===== config.mk =====
export PLATFORM = sky130hd
export DESIGN_NAME = asx_host
export DESIGN_NICKNAME = d
export VERILOG_FILES = /design/src/asx_pkg.sv /design/src/asx_cnt_if.sv /design/src/asx_host.sv /design/src/asx_timer.sv
export SDC_FILE = /design/constraint.sdc
export NUM_CORES = 1
export LEC_CHECK = 0
export ABC_CLOCK_PERIOD_IN_PS = 5500
export BUFFER_PORTS_ARGS = -buffer_cell sky130_fd_sc_hd__buf_4
export CAP_MARGIN = 0
export CORE_ASPECT_RATIO = 0.6
export CORE_UTILIZATION = 30
export DETAILED_ROUTE_END_ITERATION = 16
export PLACE_DENSITY = 0.62
export SLEW_MARGIN = 25
export SYNTH_ARGS = -nofsm -noshare
export SYNTH_HDL_FRONTEND = slang
export SYNTH_SLANG_ARGS = --single-unit

===== constraint.sdc =====
create_clock -name clock -period 5.5 [get_ports clock]
set_clock_uncertainty 0.05 [all_clocks]
set_input_delay 1.1 -clock clock [delete_from_list [all_inputs] [get_ports clock]]
set_output_delay 1.1 -clock clock [all_outputs]
set_load 0.02 [all_outputs]

===== src/asx_pkg.sv =====
// package: constants and types for the async sram host controller
package asx_pkg;
    // ==================== geometry
    localparam int ADDR_W = 19;
    localparam int DATA_W = 16;
    localparam int LANE_W = 8;
    // ==================== timing
    localparam int CLK_PERIOD_NS          = 40;
    localparam int POWER_UP_WAIT_US       = 100;
    localparam int POWER_UP_WAIT_CYC      = (POWER_UP_WAIT_US * 1000 + CLK_PERIOD_NS - 1)
                                            / CLK_PERIOD_NS;
    localparam int WRITE_TURNOFF_TIME_NS  = 5;
    localparam int WRITE_DATA_SETUP_NS    = 5;
    localparam int WRITE_PULSE_NS         = WRITE_TURNOFF_TIME_NS + WRITE_DATA_SETUP_NS;
    localparam int WRITE_PULSE_CYC_RAW    = (WRITE_PULSE_NS + CLK_PERIOD_NS - 1) / CLK_PERIOD_NS;
    localparam int WRITE_PULSE_CYC        = (WRITE_PULSE_CYC_RAW < 1) ? 1 : WRITE_PULSE_CYC_RAW;
    localparam int READ_ACCESS_NS         = 10;
    localparam int READ_WAIT_CYC_RAW      = (READ_ACCESS_NS + CLK_PERIOD_NS - 1) / CLK_PERIOD_NS;
    localparam int READ_WAIT_CYC          = (READ_WAIT_CYC_RAW < 1) ? 1 : READ_WAIT_CYC_RAW;
    localparam int CNT_W                  = 16;
    // ==================== reset values of the pins
    localparam logic STROBE_IDLE = 1'b1;
    // ==================== states
    typedef enum logic [2:0] {
        ASX_POWERUP = 3'b000,
        ASX_IDLE    = 3'b001,
        ASX_SETUP   = 3'b010,
        ASX_WPULSE  = 3'b011,
        ASX_WEND    = 3'b100,
        ASX_RWAIT   = 3'b101,
        ASX_RDONE   = 3'b110
    } asx_state_t;
endpackage : asx_pkg


===== src/asx_cnt_if.sv =====
// interface: countdown timer request and status
`timescale 1ns/1ps
interface asx_cnt_if;
    logic                    load;
    logic [asx_pkg::CNT_W-1:0] value;
    logic                    done;
    modport ctrl (output load, output value, input done);
    modport tmr  (input load, input value, output done);
endinterface : asx_cnt_if


===== src/asx_host.sv =====
// module: host controller driving an asynchronous 512k x 16 static memory
// Operation
// - wait the power-up interval after supply before any access
// - write ends at first rising strobe; time data to that edge
// - keep write data valid around the terminating strobe edge
// - write pulse at least turnoff time plus data set-up time
// - write strobe stays high for the whole read
// - address valid no later than select falls for a read
// - address stable from write start until write end
`timescale 1ns/1ps
module asx_host #(
    parameter int ADDR_W = asx_pkg::ADDR_W,
    parameter int DATA_W = asx_pkg::DATA_W,
    parameter int POWER_UP_CYC = asx_pkg::POWER_UP_WAIT_CYC
) (
    // clock and reset
    input  wire logic              clock,
    input  wire logic              rstn,
    // user request
    input  wire logic              req_valid,
    input  wire logic              req_write,
    input  wire logic [ADDR_W-1:0] req_addr,
    input  wire logic [DATA_W-1:0] req_wdata,
    input  wire logic [1:0]        req_lanes,
    output logic                   req_ready,
    output logic                   rsp_valid,
    output logic [DATA_W-1:0]      rsp_rdata,
    // memory pins
    output logic [ADDR_W-1:0]      mem_addr,
    output logic                   mem_select_n,
    output logic                   mem_write_n,
    output logic                   mem_output_en_n,
    output logic                   low_lane_enable_n,
    output logic                   high_lane_enable_n,
    input  wire logic [DATA_W-1:0] mem_dq_in,
    output logic [DATA_W-1:0]      mem_dq_out,
    output logic                   mem_dq_oe
);
    // ==================== elaboration checks
    if (ADDR_W != asx_pkg::ADDR_W || DATA_W != 2 * asx_pkg::LANE_W) begin : g_bad_geometry
        $error("asx_host: geometry must be 19 address and 16 data bits");
    end
    if (POWER_UP_CYC < 1 || POWER_UP_CYC >= (1 << asx_pkg::CNT_W)) begin : g_bad_powerup
        $error("asx_host: power-up count out of timer range");
    end

    // ==================== state and timer
    asx_pkg::asx_state_t state_reg;
    asx_pkg::asx_state_t state_next;
    asx_cnt_if           cnt ();
    logic                write_reg;
    logic                rstn_seen_reg;
    logic [DATA_W-1:0]   dq_sync1_reg;
    logic [DATA_W-1:0]   dq_sync2_reg;

    asx_timer u_timer (
        .clock (clock),
        .rstn  (rstn),
        .cnt   (cnt)
    );

    function automatic logic [asx_pkg::CNT_W-1:0] to_cnt(input int cyc);
        to_cnt = asx_pkg::CNT_W'(cyc);
    endfunction : to_cnt

    // ==================== sequencing
    always_comb begin
        state_next = state_reg;
        cnt.load   = 1'b0;
        cnt.value  = '0;
        case (state_reg)
            asx_pkg::ASX_POWERUP: begin
                if (cnt.done) begin
                    state_next = asx_pkg::ASX_IDLE;
                end
            end
            asx_pkg::ASX_IDLE: begin
                if (req_valid && req_ready) begin
                    state_next = asx_pkg::ASX_SETUP;
                end
            end
            asx_pkg::ASX_SETUP: begin
                // address settles one cycle before select, write or output enable falls; lanes fall with the address
                cnt.load  = 1'b1;
                if (write_reg) begin
                    cnt.value  = to_cnt(asx_pkg::WRITE_PULSE_CYC - 1);
                    state_next = asx_pkg::ASX_WPULSE;
                end else begin
                    cnt.value  = to_cnt(asx_pkg::READ_WAIT_CYC);
                    state_next = asx_pkg::ASX_RWAIT;
                end
            end
            asx_pkg::ASX_WPULSE: begin
                if (cnt.done) begin
                    state_next = asx_pkg::ASX_WEND;
                end
            end
            asx_pkg::ASX_WEND: begin
                state_next = asx_pkg::ASX_IDLE;
            end
            asx_pkg::ASX_RWAIT: begin
                if (cnt.done) begin
                    state_next = asx_pkg::ASX_RDONE;
                end
            end
            asx_pkg::ASX_RDONE: begin
                state_next = asx_pkg::ASX_IDLE;
            end
            default: begin
                state_next = asx_pkg::ASX_IDLE;
            end
        endcase
        if (state_reg == asx_pkg::ASX_POWERUP && !rstn_seen_reg) begin
            cnt.load  = 1'b1;
            cnt.value = to_cnt(POWER_UP_CYC);
        end
    end

    // first edge after reset loads the power-up wait, later edges let it run
    always_ff @(posedge clock or negedge rstn) begin
        if (!rstn) begin
            rstn_seen_reg <= 1'b0;
        end else begin
            rstn_seen_reg <= 1'b1;
        end
    end

    always_ff @(posedge clock or negedge rstn) begin
        if (!rstn) begin
            state_reg <= asx_pkg::ASX_POWERUP;
        end else begin
            state_reg <= state_next;
        end
    end

    // ==================== request capture and pins
    // address and lanes latch at acceptance and hold until back in idle
    always_ff @(posedge clock or negedge rstn) begin
        if (!rstn) begin
            write_reg          <= 1'b0;
            mem_addr           <= '0;
            mem_dq_out         <= '0;
            low_lane_enable_n  <= asx_pkg::STROBE_IDLE;
            high_lane_enable_n <= asx_pkg::STROBE_IDLE;
        end else if (state_reg == asx_pkg::ASX_IDLE && req_valid) begin
            write_reg          <= req_write;
            mem_addr           <= req_addr;
            mem_dq_out         <= req_wdata;
            low_lane_enable_n  <= ~req_lanes[0];
            high_lane_enable_n <= ~req_lanes[1];
        end else if (state_next == asx_pkg::ASX_IDLE) begin
            low_lane_enable_n  <= asx_pkg::STROBE_IDLE;
            high_lane_enable_n <= asx_pkg::STROBE_IDLE;
        end
    end

    // select and write strobe rise on the same edge; data held past it
    always_ff @(posedge clock or negedge rstn) begin
        if (!rstn) begin
            mem_select_n    <= asx_pkg::STROBE_IDLE;
            mem_write_n     <= asx_pkg::STROBE_IDLE;
            mem_output_en_n <= asx_pkg::STROBE_IDLE;
            mem_dq_oe       <= 1'b0;
        end else begin
            mem_select_n    <= !(state_next == asx_pkg::ASX_WPULSE ||
                                 state_next == asx_pkg::ASX_RWAIT ||
                                 state_next == asx_pkg::ASX_RDONE);
            mem_write_n     <= !(state_next == asx_pkg::ASX_WPULSE);
            mem_output_en_n <= !(state_next == asx_pkg::ASX_RWAIT ||
                                 state_next == asx_pkg::ASX_RDONE);
            mem_dq_oe       <= (state_next == asx_pkg::ASX_WPULSE ||
                                state_next == asx_pkg::ASX_WEND);
        end
    end

    // ==================== read return
    // read data pass two flops; strobes are stretched to cover that
    always_ff @(posedge clock or negedge rstn) begin
        if (!rstn) begin
            dq_sync1_reg <= '0;
            dq_sync2_reg <= '0;
        end else begin
            dq_sync1_reg <= mem_dq_in;
            dq_sync2_reg <= dq_sync1_reg;
        end
    end

    always_ff @(posedge clock or negedge rstn) begin
        if (!rstn) begin
            rsp_valid <= 1'b0;
            rsp_rdata <= '0;
            req_ready <= 1'b0;
        end else begin
            rsp_valid <= (state_reg == asx_pkg::ASX_RDONE);
            if (state_reg == asx_pkg::ASX_RDONE) begin
                rsp_rdata <= dq_sync2_reg;
            end
            req_ready <= (state_next == asx_pkg::ASX_IDLE) &&
                         !(state_reg == asx_pkg::ASX_IDLE && req_valid);
        end
    end
endmodule : asx_host


===== src/asx_timer.sv =====
// module: loadable countdown used for the power-up and strobe waits
`timescale 1ns/1ps
module asx_timer (
    // clock and reset
    input wire logic clock,
    input wire logic rstn,
    // timer port
    asx_cnt_if.tmr   cnt
);
    logic [asx_pkg::CNT_W-1:0] count_reg;

    always_ff @(posedge clock or negedge rstn) begin
        if (!rstn) begin
            count_reg <= '0;
        end else if (cnt.load) begin
            count_reg <= cnt.value;
        end else if (count_reg != '0) begin
            count_reg <= count_reg - 1'b1;
        end
    end

    assign cnt.done = (count_reg == '0) && !cnt.load;
endmodule : asx_timer


==> summary by stage, run 1 <==
Outcome
The flow ran to the end, and the final reports show no timing, DRC or antenna violations.

Routing
The final routed wire length divided by cell count is 14.23 µm. The number of nets with antenna violations after detailed routing is 0. The first-pass iteration count of the detailed router is 4. For this run, design rule violations remaining after detail routing come to 0. The routed layout has 2619 vias. The average vias per placed instance is 4.492.

In this run, the number of DRC markers left after iteration 0 of detailed routing was 127. The aggregate routed wire length is 8295 µm.

Layout
The top cell types in the final layout, fill and taps aside, are 116 x buf_4, 107 x dfrtp_1, 52 x mux2_2. The repair_antennas step left the layout with diodes totalling 0. mem_addr holds more flip-flops than any other register. The number of nets in the layout is 467. The library cell used most frequently in the layout, excluding fill and tap cells, is buf_4. Of the cells placed in the final design, the portion with a size suffix greater than 1 is 0.4818.

The register with the most flip-flops in the layout has 19 of them. The final design area excluding fillers is 5528 µm². The area growth from synthesis to layout is 33.35%. The final core utilization is 0.4196.

Yosys
For this run, the number of Yosys warnings is 0. The most used flip-flop cell after synthesis is dfrtp_1. The total standard cell area after synthesis is 4145 µm². The count of flip-flops with a built-in enable after synthesis is 0. The part of the Yosys area used for sequential elements is 0.6776. After synthesis the netlist holds a flip-flop and latch count of 112. A synthesized cell averages 14.34 µm². The instance count of the mapped netlist is 289. The number of different library cells used by synthesis comes to 40. For this run, asynchronously set or reset flops after synthesis account for 1.000. The number of nets in the synthesized netlist is 348.

Global route
The via count of the first global-routing pass was 2672. The number of antenna violations at the first check in global routing is 0. The global-route met3 utilization is 0.04588. The met2 layer usage reported by global route is 0.1841.

The met1 demand-to-capacity share in global routing is 0.1699. The first global-routing pass estimated 13700 µm of wire. For this run, the total global-route usage over all layers was measured as 0.1236. The global routing stage identified its most utilized layer as met2. The largest net degree at the start of global routing is 82. The total congestion overflow after global routing is 0.

Clocking
The number of buffers created by CTS is 9. The number of levels in the clock H-tree is 3. The clock tree from TritonCTS is built.

The number of setup buffers added after CTS is 0. The number of gates resized after CTS was 0. The count of hold buffers inserted by post-cts repair is 0. The cell at the root of the clock tree is clkbuf_16. The clock sink count is 112. The clock-pin slew on the worst setup and hold paths is 0.08 ns.

The clock latency of the later-clocked register in the worst-skew pair is 0.35 ns. The largest buffer count on any clock path is 2.

Floorplanning
The starting density of the core is 0.3147. In this run the standard cell core region covers 13170 µm². The floorplan has 32 rows. The die is 93.05 µm tall. The die is 153.8 µm wide. For this design the top-level I/O count stands at 116.

The die covers 14310 µm².

Critical path
The slowest stage of the critical path is the and4_1 cell. The nature of the critical path startpoint is a register. Setup slack on the worst reg-to-reg path comes out at 3.10 ns. The worst register-to-register path ends at mem_select_n. Data arrives at the worst endpoint at 2.65 ns. Measured in cells, the most critical reg-to-reg path has a length of 8. In this design, the stage delay of the slowest critical-path cell is 0.49 ns.

The nature of the critical path endpoint is a register. The reg-to-reg critical path startpoint is u_timer.count_reg[0]. The signal on the critical path passes through inv_1 -> ha_1 -> nor3b_1 -> and4_1 -> a32o_1 -> nor2_4 -> maj3_2 -> inv_1. The worst setup path is of the register to register kind. The data required time at the worst endpoint is 5.74 ns.

The largest fanout on the critical path is 9. The cell repeated most along the worst path is inv_1.

Run
The tool flagged a number of max-cap violations equal to 0.

STA
Adding up every negative setup slack in the final design gives 0 ns. The final-report hold violation count is 0. The actual slew at the worst max-slew pin is 0.8013 ns. The post-layout minimum cycle time is 2.405 ns.

The number of max-slew violations in the final report is 0. The worst pin sits at a relative slew slack of 0.4645. The number of endpoints failing setup at the final stage is 0. Setup repair after global routing left no endpoint under its margin. Derived from the worst setup path, the maximum achievable clock frequency is 415.8 MHz. The final period utilization is 0.4372.

Placement
The placement-stage cell area is 5206 µm². The placer's final routability congestion estimate is 0.8015. The HPWL after detailed placement is 5835 µm. The number of buffers inserted by port buffering is 115.

Min path
For hold timing, the worst endpoint is dq_sync2_reg[8]. The worst hold path cell count is 0. The worst hold path begins at dq_sync1_reg[8].

The path category of the worst min-delay check is register to register.

Power
The power density of the placed cells is 581.9 nW/µm². The leakage component of the power is 2.571 nW. Across the VDD grid, the largest voltage drop is 231.8 µV. Total power for the finished layout comes to 3.217 mW.
[where the power goes]
group          internal (mW)  leakage [nW]  switching [mW]
clock network          0.335         0.148           0.322
logic                  0.597          1.07           0.646
registers               1.11          1.36           0.207
total                   2.04          2.57            1.17
[critical path: cells and delay by family (launching register included)]
kind                       cells  cell delay (ns)
AOI/OAI and AO/OA              1             0.28
adders and majority gates      2             0.46
buffers and inverters          2             0.18
DFF                            1             0.39
and+or+nand+nor                3             1.00
[cells by family (layout without fill, tap and decap cells)]
group	after synthesis	after routing	synth area share
buffers and inverters	15	139	0.01509
multiplexers	52	52	0.1413
XOR/XNOR	10	10	0.02113
adder cells (fa/ha/maj)	3	3	0.008752
other	1	1	0.0009047
AND/OR/NAND/NOR	67	67	0.09176
AO/OA/AOI/OAI	29	29	0.04347
flip-flops	112	112	0.6776
[per-stage QoR]
stage	instances	worst slack (ns)	hold slack (ns)
floorplan	289	3.159	0.2812
global placement	567	2.914	0.2821
detailed placement	567	2.842	0.2847
CTS	583	3.085	0.3030
global route	583	2.884	0.3045
finish	583	3.095	0.3016
[cells in the mapped netlist, types with 2 or more instances]
master	number	area [µm²]
nand2_1	9	33.78
dfstp_2	5	131.4
a21oi_1	7	35.03
nor2_1	29	108.9
mux2_2	52	585.6
ha_1	2	25.02
a22oi_1	2	15.01
nor3_1	5	25.02
inv_1	6	22.52
nor2b_1	2	12.51
nand3_1	4	20.02
buf_2	2	10.01
or3_1	6	37.54
nor4_4	2	42.54
clkbuf_1	6	22.52
xor2_1	5	43.79
dfrtp_1	107	2678
a211oi_1	3	22.52
o21ai_0	10	50.05
xnor2_1	5	43.79
[layer usage]
metal | share of wire | vias up | wire [µm]
li1 | - | 1241 | -
met2 | 0.45 | 81 | 3767
met3 | 0.066 | 5 | 551
met4 | 0.0049 | 0 | 41
met1 | 0.47 | 1292 | 3934
met5 | 0 | - | 0
[cell type report]
type | count | area, µm²
clock inverters | 6 | 71.32
inverters | 6 | 22.52
clock buffers | 10 | 239.0
repair buffers | 117 | 882.1
multi-input cells | 162 | 1291
well taps | 170 | 212.7
flip-flops and latches | 112 | 2809
fillers | 1208 | 7645
[worst max-delay path by stage]
stage                        end  cells after the start  slack, ns                 start
2_1_floorplan        mem_addr[0]                      4       3.16             req_valid
6_report            mem_select_n                      8       3.10  u_timer.count_reg[0]
3_5_place_dp        mem_select_n                      8       2.84             req_valid
3_3_place_gp        mem_select_n                      8       2.91             req_valid
4_1_cts             mem_select_n                      8       3.08  u_timer.count_reg[0]
5_1_grt        low_lane_enable_n                      8       2.88  u_timer.count_reg[0]
No activity file was read; power rests on OpenSTA's default activity.
==> run 2, diff against run 1 <==
- ABC_CLOCK_PERIOD_IN_PS: 5500 -> 2200
- PLACE_DENSITY: 0.62 -> 0.64
- clock period: 5.5 -> 2.2 ns (I/O delays scaled with it)
==> summary by stage, run 2 (synthesis gave the netlist of run 1 again) <==
Power
The fraction of power spent switching nets is 0.3650. The leakage component of the power is 2.624 nW. For this design the total switching power over the nets is 2.973 mW. The maximum ir drop on the vdd rail is 505.2 µV. The internal power of the cells totals 5.172 mW.

Power spread over the standard cell area amounts to 1451 nW/µm². The sequential power share is 0.406. The clock share of power is 0.201. The fraction of power consumed by combinational cells is 0.393.

Clocking
In this run, post-CTS hold repair placed 0 buffers. The number of setup buffers added after CTS is 0. No sink is reached through more buffers than the 2 on the longest clock path. The tree is rooted in a clkbuf_16.

The number of gates resized after CTS was 0. TritonCTS built the clock tree. For this design, the sink count on the clock tree is 112.

Buffers inserted during clock tree synthesis total 9. The number of levels in the clock H-tree is 3. The clock-pin slew on the worst setup and hold paths is 0.08 ns. The clock latency of the later-clocked register in the worst-skew pair is 0.34 ns.

Layout
The most common cell after layout, fill and taps aside is buf_4. In the layout the commonest cells are 122 x buf_4, 107 x dfrtp_1, 52 x mux2_2. The final design area excluding fillers is 5613 µm². The number of nets in the layout is 475. 0 antenna diodes ended up in the layout. Of the cells placed in the final design, the portion with a size suffix greater than 1 is 0.4917. Compared with the post-synthesis result, the final layout area differs by 35.41%. The register name with the most flops is mem_addr. The post-layout instance count excluding filler cells is 591. The flip-flop count of the largest register after layout is 19. The layout has 1222 filler cells.

Placement
After detailed placement, the design holds a cell count of 575. The count of buffers added on input and output ports is 115. The placement-stage worst setup slack is 0.1741 ns. The placer's final routability congestion estimate is 0.8588.

The post-DP HPWL is 6257 µm. Once placement finished, the instance area stood at 5299 µm².

Global route
The number of antenna violations at the first check in global routing is 0. The largest net degree at the start of global routing is 47. The first global-routing pass estimated 14430 µm of wire. In the global route stage, overall resource usage came out at 0.1311. The via count of the first global-routing pass came to 2737. The total congestion overflow after global routing is 0.

STA
Setup violations remaining at the end of the flow were counted as 0. Setup slack on the critical path of the routed design comes to 0.1303 ns. The post-route setup TNS is 0 ns. The routed design could run at a clock period as short as 2.070 ns. Timing would allow up to 483.2 MHz.

In the finished design, the share of the clock period the worst path needs comes to 0.9408. Setup repair after global routing left no endpoint under its margin. The number of max-slew violations in the final report is 0. The final-report hold violation count came to 8. The final hold slack is -0.006349 ns.

Critical path
The data arrival at the endpoint of the critical path is 2.31 ns. Data on the critical path is required at its endpoint by 2.44 ns. The nature of the critical path startpoint is a register. The largest fanout on the critical path is 6. The nature of the critical path endpoint is a register. The critical path is of the register to register type.

Floorplanning
The vertical die dimension is 93.05 µm. The starting density of the core is 0.3147. Measured along the x axis, the die boundary spans 153.8 µm. The die covers 14310 µm². The number of ports placed on the die boundary is 116. The number of core rows is 32. The region available for standard cell placement spans 13170 µm².

Routing
The first-pass iteration count of the detailed router is 4. The average vias per placed instance is 4.489. After detailed routing, the number of remaining DRC violations is 0. The number of nets with antenna violations after detailed routing is 0.

The initial detailed-routing violation count is 129. The routed layout has 2653 vias. The final routed wire length divided by cell count is 14.84 µm.

The final layout contains routed wiring with a total length of 8773 µm.

Outcome
The final reports fail on hold timing. The run finished, with violations left.

Min path
The path category of the worst min-delay check is input port to async pin.

Run
The number of violations of the max-capacitance limit is 0.
## run 2: layout make-up
class	instances	area [µm²]	share of cell area
timing repair buffer	125	975.9	0.1739
multi-input combinational	162	1281	0.2283
tap	170	212.7	0.03790
clock buffer	10	239.0	0.04258
clock inverter	6	72.57	0.01293
sequential	112	2809	0.5004
inverter	6	22.52	0.004012
## run 2: power by group through the flow
stage               clock network (mW)  registers [mW]  logic (mW)
detailed placement                   0            3.34        3.23
CTS                               1.70            3.31        3.24
global route                      1.79            3.40        3.47
global placement                     0            3.30        3.18
floorplan                            0            3.82        1.36
finish                            1.64            3.30        3.20
## run 2: final timing paths
check / end / slack (ns) / depth (start not counted) / start
worst min register to register: dq_sync2_reg[3] / 0.30 / 0 / dq_sync1_reg[3]
min in group clock: dq_sync1_reg[14] / 0.14 / 1 / mem_dq_in[14]
max in group asynchronous: low_lane_enable_n / 1.45 / 2 / rstn
worst max-delay path: mem_select_n / 0.13 / 8 / u_timer.count_reg[0]
worst min-delay path: rsp_rdata[14] / -0.006 / 1 / rstn
worst max register to register: mem_select_n / 0.13 / 8 / u_timer.count_reg[0]
## run 2: routing by layer
layer / part of all wire / global-route usage / vias to the layer above / routed length, µm
met2: 0.43 / 0.1845 / 92 / 3799
met3: 0.077 / 0.05005 / 8 / 677
met1: 0.48 / 0.1866 / 1298 / 4241
met5: 0 / 0 / - / 0
met4: 0.0063 / 0.03583 / 0 / 55
li1: - / - / 1255 / -
## run 2: critical path, cell delays in order, from the launching register on
cell	delay, ns
dfrtp_1	0.39
inv_1	0.11
ha_1	0.18
nor3b_1	0.19
buf_4	0.16
nand4_4	0.13
a311o_1	0.44
maj3_2	0.31
inv_1	0.05
## run 2: stage by stage
stage / power, mW / util
floorplan: 5.175 / -
global placement: 6.480 / 0.4023
detailed placement: 6.567 / 0.4023
CTS: 8.250 / 0.4259
global route: 8.659 / 0.4261
finish: 8.145 / 0.4261
